$ cat config.mk
export PLATFORM = sky130hd
export DESIGN_NAME = rx_status_latch_irq
export DESIGN_NICKNAME = d
export VERILOG_FILES = /design/src/hw/rx_latch_pkg.sv /design/src/hw/rx_status_latch_irq.sv
export SDC_FILE = /design/constraint.sdc
export NUM_CORES = 1
export LEC_CHECK = 0
export ABC_CLOCK_PERIOD_IN_PS = 3090
export BUFFER_PORTS_ARGS = -buffer_cell sky130_fd_sc_hd__buf_2
export CORE_MARGIN = 4
export CORE_UTILIZATION = 53
export CTS_BUF_LIST = sky130_fd_sc_hd__clkbuf_8
export DETAILED_ROUTE_END_ITERATION = 8
export GPL_TIMING_DRIVEN = 0
export HOLD_SLACK_MARGIN = 0.05
export PLACE_DENSITY_LB_ADDON = 0.25
export SLEW_MARGIN = 20
export SYNTH_ARGS = -nofsm -noshare
export SYNTH_HDL_FRONTEND = slang
export SYNTH_SLANG_ARGS = --single-unit
$ cat constraint.sdc
create_clock -name clock_i -period 3.09 [get_ports clock_i]
set_input_delay 0.618 -clock clock_i [delete_from_list [all_inputs] [get_ports clock_i]]
set_output_delay 0.618 -clock clock_i [all_outputs]
set_load 0.02 [all_outputs]
$ cat src/hw/rx_latch_pkg.sv
/*
 * Constants and carrier types for the receive status latch and interrupt
 * enable block of an E3 G.832 framer port.
 * Assumes one 100 MHz system clock and APB word addressing (index * 4).
 */
package rx_latch_pkg;
	// Register indices; byte address is four times the index
	localparam logic [9:0] IDX_ALARM_LATCH = 10'h128;
	localparam logic [9:0] IDX_ERR_LATCH = 10'h12A;
	localparam logic [9:0] IDX_ALARM_IE = 10'h12C;
	localparam logic [9:0] IDX_ERR_IE = 10'h12E;
	localparam logic [9:0] IDX_MAINT = 10'h130;
	localparam int ADDR_W = 12;

	// Implemented bits per register, all else reads zero
	localparam logic [15:0] ALARM_MASK = 16'h3DFF;
	localparam logic [15:0] ERR_MASK = 16'h0707;
	localparam logic [15:0] REG_RESET = 16'h0000;

	// Bit positions in the alarm change latch and its enable register
	localparam int B_TSRC = 13;
	localparam int B_PT_UNST = 12;
	localparam int B_PT_MISM = 11;
	localparam int B_PT_CHG = 10;
	localparam int B_UA1 = 8;
	localparam int B_GC = 7;
	localparam int B_NR = 6;
	localparam int B_ALIGN = 5;
	localparam int B_LOF = 4;
	localparam int B_RDI = 3;
	localparam int B_AIS = 2;
	localparam int B_OOF = 1;
	localparam int B_LOS = 0;

	// Bit positions in the error latch and its enable register
	localparam int B_REM_EV = 10;
	localparam int B_PAR_EV = 9;
	localparam int B_FRM_EV = 8;
	localparam int B_REM_NZ = 2;
	localparam int B_PAR_NZ = 1;
	localparam int B_FRM_NZ = 0;

	// Maintenance byte field register layout
	localparam int PT_LSB = 4;
	localparam int TSRC_W = 4;

	// Live status bits from the receive framer
	typedef struct packed {
		logic ptype_unstable;
		logic ptype_mismatch;
		logic unframed_all_ones;
		logic frame_loss;
		logic remote_defect;
		logic alarm_ind;
		logic out_of_frame;
		logic signal_loss;
	} live_status_s;

	// One bit per error class: remote, parity, framing
	typedef struct packed {
		logic remote;
		logic parity;
		logic framing;
	} err_trio_s;
endpackage

$ cat src/hw/rx_status_latch_irq.sv
/*
 * Receive status latches, interrupt enables and maintenance byte fields for
 * one E3 G.832 framer port, reached over APB.
 * Assumes the framer delivers live status levels, one-cycle error event
 * pulses, integrated overhead values and error counts in the clock_i domain.
 */
// Behaviour
// RULE1 - Timing source latch bit 13 sets on any change of four timing bits
// RULE2 - Payload unstable latch bit 12 sets only on rising live bit
// RULE3 - Payload mismatch latch bit 11 sets only on rising live bit
// RULE4 - Payload type change latch bit 10 sets when three-bit type changes
// RULE5 - Unframed all-ones latch bit 8 sets on either edge
// RULE6 - General communication byte latch bit 7 sets on byte change
// RULE7 - Network requirement byte latch bit 6 sets on byte change
// RULE8 - Frame alignment latch bit 5 sets when reload alignment differs
// RULE9 - Loss of frame latch bit 4 sets on either edge
// RULE10 - Remote defect latch bit 3 sets on either edge
// RULE11 - Alarm, out-of-frame, signal loss latches bits 2..0 set on any edge
// RULE12 - Remote error event latch bit 10 sets on each remote error
// RULE13 - Parity error event latch bit 9 sets on each BIP-8 error
// RULE14 - Framing error event latch bit 8 sets on each framing error
// RULE15 - Count-nonzero latches bits 2..0 set only on rising nonzero flag
// RULE16 - Interrupt needs latch set, enable one, and port global enable
// RULE17 - Enables reset to zero; one enables
// RULE18 - Alarm enables at 12Ch, same bit as their latch
// RULE19 - Error enables at 12Eh, bits 10..8 and 2..0
// RULE20 - Error latches at 12Ah, bits 11 and 3 reserved
// RULE21 - Read-only 130h: payload type bits 6..4, timing bits 3..0, reset zero
// RULE22 - Count-nonzero flag high when count is one or more
// RULE23 - Payload type field is integrated maintenance byte bits three to five
// RULE24 - With extraction off, timing bit three is zero, low bits from byte tail
// RULE25 - Latches stay set until software writes one; zero leaves them
// RULE26 - All enabled set latches merge into one request, dropping when cleared
`timescale 1ns/1ps
module rx_status_latch_irq
	import rx_latch_pkg::*;
#(
	parameter int ALIGN_W = 8,
	parameter int COUNT_W = 16
)
(
	input wire logic clock_i,
	input wire logic arst_n_i,
	// APB slave
	input wire logic psel_i,
	input wire logic penable_i,
	input wire logic pwrite_i,
	input wire logic [ADDR_W-1:0] paddr_i,
	input wire logic [31:0] pwdata_i,
	input wire logic [3:0] pstrb_i,
	output logic [31:0] prdata_o,
	output logic pready_o,
	output logic pslverr_o,
	// Framer side
	input wire live_status_s live_i,
	input wire err_trio_s err_event_i,
	input wire logic [COUNT_W-1:0] remote_err_count_i,
	input wire logic [COUNT_W-1:0] parity_err_count_i,
	input wire logic [COUNT_W-1:0] framing_err_count_i,
	input wire logic frame_align_load_i,
	input wire logic [ALIGN_W-1:0] frame_align_pos_i,
	input wire logic [2:0] ma_ptype_bits_i,
	input wire logic [2:0] ma_tail_bits_i,
	input wire logic [TSRC_W-1:0] ma_tsrc_bits_i,
	input wire logic tsrc_extract_dis_i,
	input wire logic [7:0] rx_gen_comm_byte_i,
	input wire logic [7:0] rx_net_req_byte_i,
	input wire logic port_status_irq_enable_i,
	// Results
	output err_trio_s count_nz_o,
	output logic irq_o
);

	// Elaboration-time refusal of widths the logic cannot serve
	if (ALIGN_W < 1 || COUNT_W < 1)
	begin : g_bad_width
		$error("ALIGN_W and COUNT_W must be at least 1");
	end

	// Rising edge of a level
	function automatic logic rose(input logic prev, input logic cur);
		rose = cur & ~prev;
	endfunction

	// Any change of a level
	function automatic logic flip(input logic prev, input logic cur);
		flip = cur ^ prev;
	endfunction

	logic [15:0] alarm_latch_r;
	logic [15:0] alarm_latch_nxt;
	logic [15:0] err_latch_r;
	logic [15:0] err_latch_nxt;
	logic [15:0] alarm_ie_r;
	logic [15:0] err_ie_r;
	logic [2:0] ptype_r;
	logic [TSRC_W-1:0] tsrc_r;
	logic [2:0] ptype_nxt;
	logic [TSRC_W-1:0] tsrc_nxt;
	logic [7:0] gen_comm_r;
	logic [7:0] net_req_r;
	logic [ALIGN_W-1:0] align_r;
	live_status_s live_r;
	err_trio_s nz_nxt;
	err_trio_s nz_r;
	logic [15:0] alarm_set;
	logic [15:0] err_set;
	logic [15:0] wmask;
	logic [15:0] rdata;
	logic [9:0] idx;
	logic hit;
	logic wr_acc;
	logic [31:0] prdata_r;

	// Word index of the access, and whether it is a write access phase to a mapped word
	assign idx = paddr_i[11:2];
	assign wr_acc = psel_i & penable_i & pwrite_i & hit;

	// Bits written as one within the byte lanes that take part in a write
	assign wmask = {{8{pstrb_i[1]}}, {8{pstrb_i[0]}}} & pwdata_i[15:0];

	// Count-nonzero flags from the error counts
	assign nz_nxt.remote = |remote_err_count_i; // see RULE22
	assign nz_nxt.parity = |parity_err_count_i; // see RULE22
	assign nz_nxt.framing = |framing_err_count_i; // see RULE22

	// Integrated maintenance byte fields
	assign ptype_nxt = ma_ptype_bits_i; // see RULE23
	assign tsrc_nxt = tsrc_extract_dis_i ? {1'b0, ma_tail_bits_i} : ma_tsrc_bits_i; // see RULE24

	// Set terms of the alarm and overhead change latches
	always_comb
	begin
		alarm_set = REG_RESET;
		alarm_set[B_TSRC] = tsrc_nxt != tsrc_r; // see RULE1
		alarm_set[B_PT_UNST] = rose(live_r.ptype_unstable, live_i.ptype_unstable); // see RULE2
		alarm_set[B_PT_MISM] = rose(live_r.ptype_mismatch, live_i.ptype_mismatch); // see RULE3
		alarm_set[B_PT_CHG] = ptype_nxt != ptype_r; // see RULE4
		alarm_set[B_UA1] = flip(live_r.unframed_all_ones, live_i.unframed_all_ones); // see RULE5
		alarm_set[B_GC] = rx_gen_comm_byte_i != gen_comm_r; // see RULE6
		alarm_set[B_NR] = rx_net_req_byte_i != net_req_r; // see RULE7
		alarm_set[B_ALIGN] = frame_align_load_i & (frame_align_pos_i != align_r); // see RULE8
		alarm_set[B_LOF] = flip(live_r.frame_loss, live_i.frame_loss); // see RULE9
		alarm_set[B_RDI] = flip(live_r.remote_defect, live_i.remote_defect); // see RULE10
		alarm_set[B_AIS] = flip(live_r.alarm_ind, live_i.alarm_ind); // see RULE11
		alarm_set[B_OOF] = flip(live_r.out_of_frame, live_i.out_of_frame); // see RULE11
		alarm_set[B_LOS] = flip(live_r.signal_loss, live_i.signal_loss); // see RULE11
	end

	// Set terms of the error event and count-nonzero latches
	always_comb
	begin
		err_set = REG_RESET;
		err_set[B_REM_EV] = err_event_i.remote; // see RULE12
		err_set[B_PAR_EV] = err_event_i.parity; // see RULE13
		err_set[B_FRM_EV] = err_event_i.framing; // see RULE14
		err_set[B_REM_NZ] = rose(nz_r.remote, nz_nxt.remote); // see RULE15
		err_set[B_PAR_NZ] = rose(nz_r.parity, nz_nxt.parity); // see RULE15
		err_set[B_FRM_NZ] = rose(nz_r.framing, nz_nxt.framing); // see RULE15
	end

	// Write-one-to-clear; a new event in the clear cycle wins
	always_comb
	begin
		alarm_latch_nxt = alarm_latch_r;
		err_latch_nxt = err_latch_r;
		if (wr_acc && idx == IDX_ALARM_LATCH)
			alarm_latch_nxt = alarm_latch_r & ~wmask; // see RULE25
		if (wr_acc && idx == IDX_ERR_LATCH)
			err_latch_nxt = err_latch_r & ~wmask; // see RULE25
		alarm_latch_nxt = (alarm_latch_nxt | alarm_set) & ALARM_MASK;
		err_latch_nxt = (err_latch_nxt | err_set) & ERR_MASK; // see RULE20
	end

	// Latch registers
	always_ff @(posedge clock_i or negedge arst_n_i)
	begin
		if (!arst_n_i)
		begin
			alarm_latch_r <= REG_RESET;
			err_latch_r <= REG_RESET;
		end
		else
		begin
			alarm_latch_r <= alarm_latch_nxt;
			err_latch_r <= err_latch_nxt;
		end
	end

	// Previous values for change detection
	always_ff @(posedge clock_i or negedge arst_n_i)
	begin
		if (!arst_n_i)
		begin
			live_r <= '0;
			nz_r <= '0;
			gen_comm_r <= 8'h00;
			net_req_r <= 8'h00;
			align_r <= '0;
		end
		else
		begin
			live_r <= live_i;
			nz_r <= nz_nxt;
			gen_comm_r <= rx_gen_comm_byte_i;
			net_req_r <= rx_net_req_byte_i;
			if (frame_align_load_i)
				align_r <= frame_align_pos_i; // see RULE8
		end
	end

	// Maintenance byte field register, cleared at reset
	always_ff @(posedge clock_i or negedge arst_n_i)
	begin
		if (!arst_n_i)
		begin
			ptype_r <= 3'h0; // see RULE21
			tsrc_r <= '0;
		end
		else
		begin
			ptype_r <= ptype_nxt;
			tsrc_r <= tsrc_nxt;
		end
	end

	// Interrupt enable registers, all disabled after reset
	always_ff @(posedge clock_i or negedge arst_n_i)
	begin
		if (!arst_n_i)
		begin
			alarm_ie_r <= REG_RESET; // see RULE17
			err_ie_r <= REG_RESET; // see RULE17
		end
		else
		begin
			if (wr_acc && idx == IDX_ALARM_IE) // see RULE18
			begin
				alarm_ie_r[7:0] <= pstrb_i[0] ? pwdata_i[7:0] & ALARM_MASK[7:0] : alarm_ie_r[7:0];
				alarm_ie_r[15:8] <= pstrb_i[1] ? pwdata_i[15:8] & ALARM_MASK[15:8] : alarm_ie_r[15:8];
			end
			if (wr_acc && idx == IDX_ERR_IE) // see RULE19
			begin
				err_ie_r[7:0] <= pstrb_i[0] ? pwdata_i[7:0] & ERR_MASK[7:0] : err_ie_r[7:0];
				err_ie_r[15:8] <= pstrb_i[1] ? pwdata_i[15:8] & ERR_MASK[15:8] : err_ie_r[15:8];
			end
		end
	end

	// Address decode and read mux
	always_comb
	begin
		hit = 1'b1;
		rdata = REG_RESET;
		if (paddr_i[1:0] != 2'h0)
			hit = 1'b0;
		else if (idx == IDX_ALARM_LATCH)
			rdata = alarm_latch_r;
		else if (idx == IDX_ERR_LATCH)
			rdata = err_latch_r; // see RULE20
		else if (idx == IDX_ALARM_IE)
			rdata = alarm_ie_r;
		else if (idx == IDX_ERR_IE)
			rdata = err_ie_r;
		else if (idx == IDX_MAINT)
			rdata = {9'h000, ptype_r, tsrc_r}; // see RULE21
		else
			hit = 1'b0;
	end

	// Read data captured in the setup cycle
	always_ff @(posedge clock_i or negedge arst_n_i)
	begin
		if (!arst_n_i)
			prdata_r <= 32'h0000_0000;
		else if (psel_i && !penable_i)
			prdata_r <= {16'h0000, rdata};
	end

	// Zero-wait access phase; unmapped or misaligned gives an error
	assign pready_o = 1'b1;
	assign pslverr_o = psel_i & penable_i & ~hit;
	assign prdata_o = prdata_r;

	// Registered count-nonzero flags out
	assign count_nz_o = nz_r;

	// Merged port interrupt request
	assign irq_o = port_status_irq_enable_i // see RULE16
		& (|(alarm_latch_r & alarm_ie_r) | |(err_latch_r & err_ie_r)); // see RULE26

endmodule

[Word-level counts from Yosys, hierarchy flattened]
Cells that the tools add are included.
Cells by class
  reductions and logical operators: 16
  muxes and demuxes: 15
  eq/ne operators: 10
  bitwise logic cells: 32
Operators by type and width (number)
  OR reduction 16 bit: 5
  == test 10 x 9 -> 1 bit, second input constant: 5
  AND 14 bit: 3
  2-to-1 mux 14 bit: 3
  2-to-1 mux 16 bit: 2
  inequality test 8 bit: 3
  AND 11 bit: 2
  2-to-1 mux 11 bit: 2
  inverter 14 bit: 1
  bitwise OR 14 bit: 1
  AND 1 bit: 11
  bitwise OR 11 bit: 1
  AND reduction 2 bit: 4
  2-to-1 mux 7 bit: 1
  2-to-1 mux 1 bit: 6
  inverter 1 bit: 6
  XOR 1 bit: 6
  logical AND 1 bit: 5
  2-to-1 mux 4 bit: 1
  inequality test 4 bit: 1
  inequality test 3 bit: 1
  nonzero test 2 bit: 1
  zero test 1 bit: 1
  bitwise OR 1 bit: 1
Storage, ports and cells
  logic and storage cells: 96
  output and inout port bits: 38
  flip-flop bits (word level): 96

[Logic depth before layout (Yosys ltp)]
  depth in word-level cells: 11
  gate-level depth with buffers: 6

[Worst setup path before layout]
Ideal clock, no wire load.
  path kind: input to output
  start: input paddr_i[11]
  end: output pslverr_o
  required time: 2472 ps
  stages: 5
  arrival time: 1867 ps
  path slack: 605 ps
  cells stage by stage: or4b_1 > buf_4 > nor2_1 > o21ai_0 > o311a_1
On the way
  word-level cells in the longest chain between the ends: 9
Ends and longest elaborated chain
  start: declaration: line rx_status_latch_irq.sv:48  | input wire logic [ADDR_W-1:0] paddr_i,
  == test 10 x 9 -> 1 bit: line rx_status_latch_irq.sv:265  | else if (idx == IDX_MAINT)
  2-to-1 mux 1 bit: line rx_status_latch_irq.sv:265
  2-to-1 mux 1 bit: line rx_status_latch_irq.sv:263  | else if (idx == IDX_ERR_IE)
  2-to-1 mux 1 bit: line rx_status_latch_irq.sv:261  | else if (idx == IDX_ALARM_IE)
  2-to-1 mux 1 bit: line rx_status_latch_irq.sv:259  | else if (idx == IDX_ERR_LATCH)
  2-to-1 mux 1 bit *: line rx_status_latch_irq.sv:257  | else if (idx == IDX_ALARM_LATCH)
  2-to-1 mux 1 bit *: line rx_status_latch_irq.sv:255  | if (paddr_i[1:0] != 2'h0)
  inverter 1 bit *: line rx_status_latch_irq.sv:282  | assign pslverr_o = psel_i & penable_i & ~hit;
  AND 1 bit *: line rx_status_latch_irq.sv:282
  end: declaration: line rx_status_latch_irq.sv:53  | output logic pslverr_o,
Every way passes the cells marked *; elsewhere a longest branch is shown, timed or not.

[Worst setup path in the final report]
  start: input paddr_i[4]
  end: output pslverr_o
Same word-level chain as after synthesis.

==> flow_summary.json <==
{
  "yosys-top-cells-area": "dfrtp_1 53%, mux2_2 8.7%, xnor2_1 4.0%",
  "floorplan.rows": 33,
  "multiInputGateArea_um2": 1920,
  "place_ws_ns": 0.314,
  "fp.dieW_um": 99.3,
  "dr.pass1.iters": 4,
  "syn_inst": 373,
  "setup_viol": 0,
  "ctsResizeCount": 0,
  "synth_edf_count": 0,
  "vias_per_cell": 5.33,
  "cts.sinks": 94,
  "worstMarginPinSlew_ns": 0.984,
  "cts_tree": "yes",
  "async_flop_share": 1.00,
  "synth.distinct_cells": 46,
  "final_cell_mix": "145 x buf_2, 94 x dfrtp_1, 34 x mux2_2",
  "max-vdd-ir-drop_v": 0.000226,
  "mostFrequentLayoutCell": "buf_2",
  "fmax_ghz": 0.361,
  "syn_avg_cell_area_um2": 11.9,
  "io_buffers": 144,
  "p_per_area_nw_per_um2": 420,
  "grt_overflow_total": 0,
  "cts_root_buf": "clkbuf_8",
  "max-cap-violations": 0,
  "grt_max_degree": 66,
  "dieArea_um2": 9870,
  "rsz0062_at_grt": "false",
  "gp_congestion": 0.894,
  "hold_slack_ns": 0.107,
  "crit_path_max_fanout": 9,
  "crit_path_start_kind": "input port",
  "setup.worst_path.end_class": "output port",
  "grt_pass1_vias": 3520,
  "status": "complete, no violations",
  "clk_latency_ns": 0.37,
  "synth_area_leader_cell": "dfrtp_1",
  "tns_ns": 0,
  "die-height_um": 99.3,
  "path_class": "in -> out",
  "critical_path_required_ns": 2.47,
  "io_pins": 187,
  "initial_core_util": 0.541,
  "htree_levels": 3,
  "hold_viol": 0,
  "nets": 695,
  "place.detailed.hpwl_mm": 8.41,
  "dr_total_vias": 3499,
  "synthesis.area_um2": 4420,
  "synth_top_area_frac": 0.532,
  "min_period_ns": 2.77,
  "cts_buffers": 9,
  "avgRoutedWirePerCell_um": 16.2,
  "n_antenna_cell": 0,
  "drc_errors": 0,
  "clock_skew_ns": 0.00960,
  "drv_slew": 0,
  "yosys_warnings": 0,
  "finalWirelength_mm": 10.6,
  "hp-class": "in -> async",
  "path_clk_slew_ns": 0.10,
  "p_leak_nw": 2.66,
  "min_period_over_period": 0.897,
  "stdcell_count": 656,
  "ys_seq_area_frac": 0.532,
  "ys_seq_elements": 94,
  "ant_nets": 0,
  "cp.arrival_ns": 2.15,
  "fin_util": 0.678,
  "grt.total_usage": 0.218,
  "fillCellCount": 672,
  "register_area_um2": 2350,
  "synthToLayoutAreaGrowth_pct": 25.4,
  "core_um2": 8180,
  "ctsHoldBuffers": 0,
  "drive_gt1_frac": 0.408,
  "antenna_found_initial": 0,
  "synth_ff_type": "dfrtp_1",
  "clockBufferDepth": 2,
  "fin_ws_ns": 0.319,
  "grt_pass1_wl_mm": 16.9,
  "dpl.cell_count": 640,
  "cts_setup_buffers": 0,
  "drt_iter0_drc": 96,
  "slew_headroom": 0.343
}
-- cell type report --
cell class | instances | area share
timing repair buffer | 145 | 0.136
inverter | 5 | 0.00338
buffer | 29 | 0.0356
tap | 105 | 0.0237
clock inverter | 7 | 0.00903
multi-input combinational | 262 | 0.346
clock buffer | 9 | 0.0223
sequential | 94 | 0.424
-- stage by stage --
stage,power (mW),cell area (µm²)
global placement,1.59,5340
global route,2.43,5550
detailed placement,1.60,5370
floorplan,1.45,4490
finish,2.33,5550
CTS,2.34,5550
-- worst paths after layout --
path | from | to | slack, ns | cells after the start
worst min register to register | prdata_o[12]$_DFFE_PN0P_ | prdata_o[12]$_DFFE_PN0P_ | 0.48 | 2
worst max-delay path | paddr_i[4] | pslverr_o | 0.32 | 5
min in group clock_i | rx_net_req_byte_i[1] | net_req_r[1]$_DFF_PN0_ | 0.37 | 1
worst min-delay path | arst_n_i | align_r[1]$_DFFE_PN0P_ | 0.11 | 1
max in group asynchronous | arst_n_i | err_latch_r[10]$_DFF_PN0_ | 2.38 | 2
worst max register to register | align_r[7]$_DFFE_PN0P_ | alarm_latch_r[5]$_DFF_PN0_ | 1.79 | 4
-- cell families after synthesis --
family / count (synthesis) / synth area share
AND/OR/NAND/NOR: 99 / 0.136
flip-flops: 94 / 0.532
AO/OA/AOI/OAI: 66 / 0.105
multiplexers: 41 / 0.103
XOR/XNOR: 37 / 0.0733
buffers and inverters: 34 / 0.0490
other: 2 / 0.00170
-- power by group --
group          leakage (nW)  switching (mW)  internal [mW]
Sequential             1.13          0.0186           1.26
Combinational          1.44           0.150          0.147
Clock                0.0985           0.452          0.299
Total                  2.66           0.621           1.71
-- cell usage after synthesis (all sizes together), types with 6 or more instances --
cell and count:
xnor2 20, a21oi 6, mux2 35, a21o 10, nand4 11, mux2i 6, dfrtp 94, a22oi 11
nand2b 7, xor2 17, a22o 8, nor4 17, nand2 33, nand3 7, o21ai 18, buf 26
-- sequential cells by signal (all words and copies together) (netlist names) --
| signal | count |
|---|---|
| live_r | 8 |
| count_nz_o | 3 |
| alarm_ie_r | 13 |
| alarm_latch_r | 13 |
| net_req_r | 8 |
| gen_comm_r | 8 |
| ptype_r | 3 |
| err_ie_r | 6 |
| prdata_o | 14 |
| align_r | 8 |
| err_latch_r | 6 |
| tsrc_r | 4 |
-- worst max-delay path: stages --
cell and delay [ns]:
buf_2 0.16, nor4b_2 0.70, o21ai_0 0.21, o311a_1 0.31
buf_2 0.16
-- per-layer routing --
layer / wire length (µm) / up-vias / GRT usage
li1: - / 1659 / -
met1: 4440 / 1690 / 0.290
met2: 5160 / 131 / 0.349
met3: 779 / 19 / 0.0505
met4: 216 / 0 / 0.0851
met5: 0 / - / 0
Power figures use the tool's default switching activity.
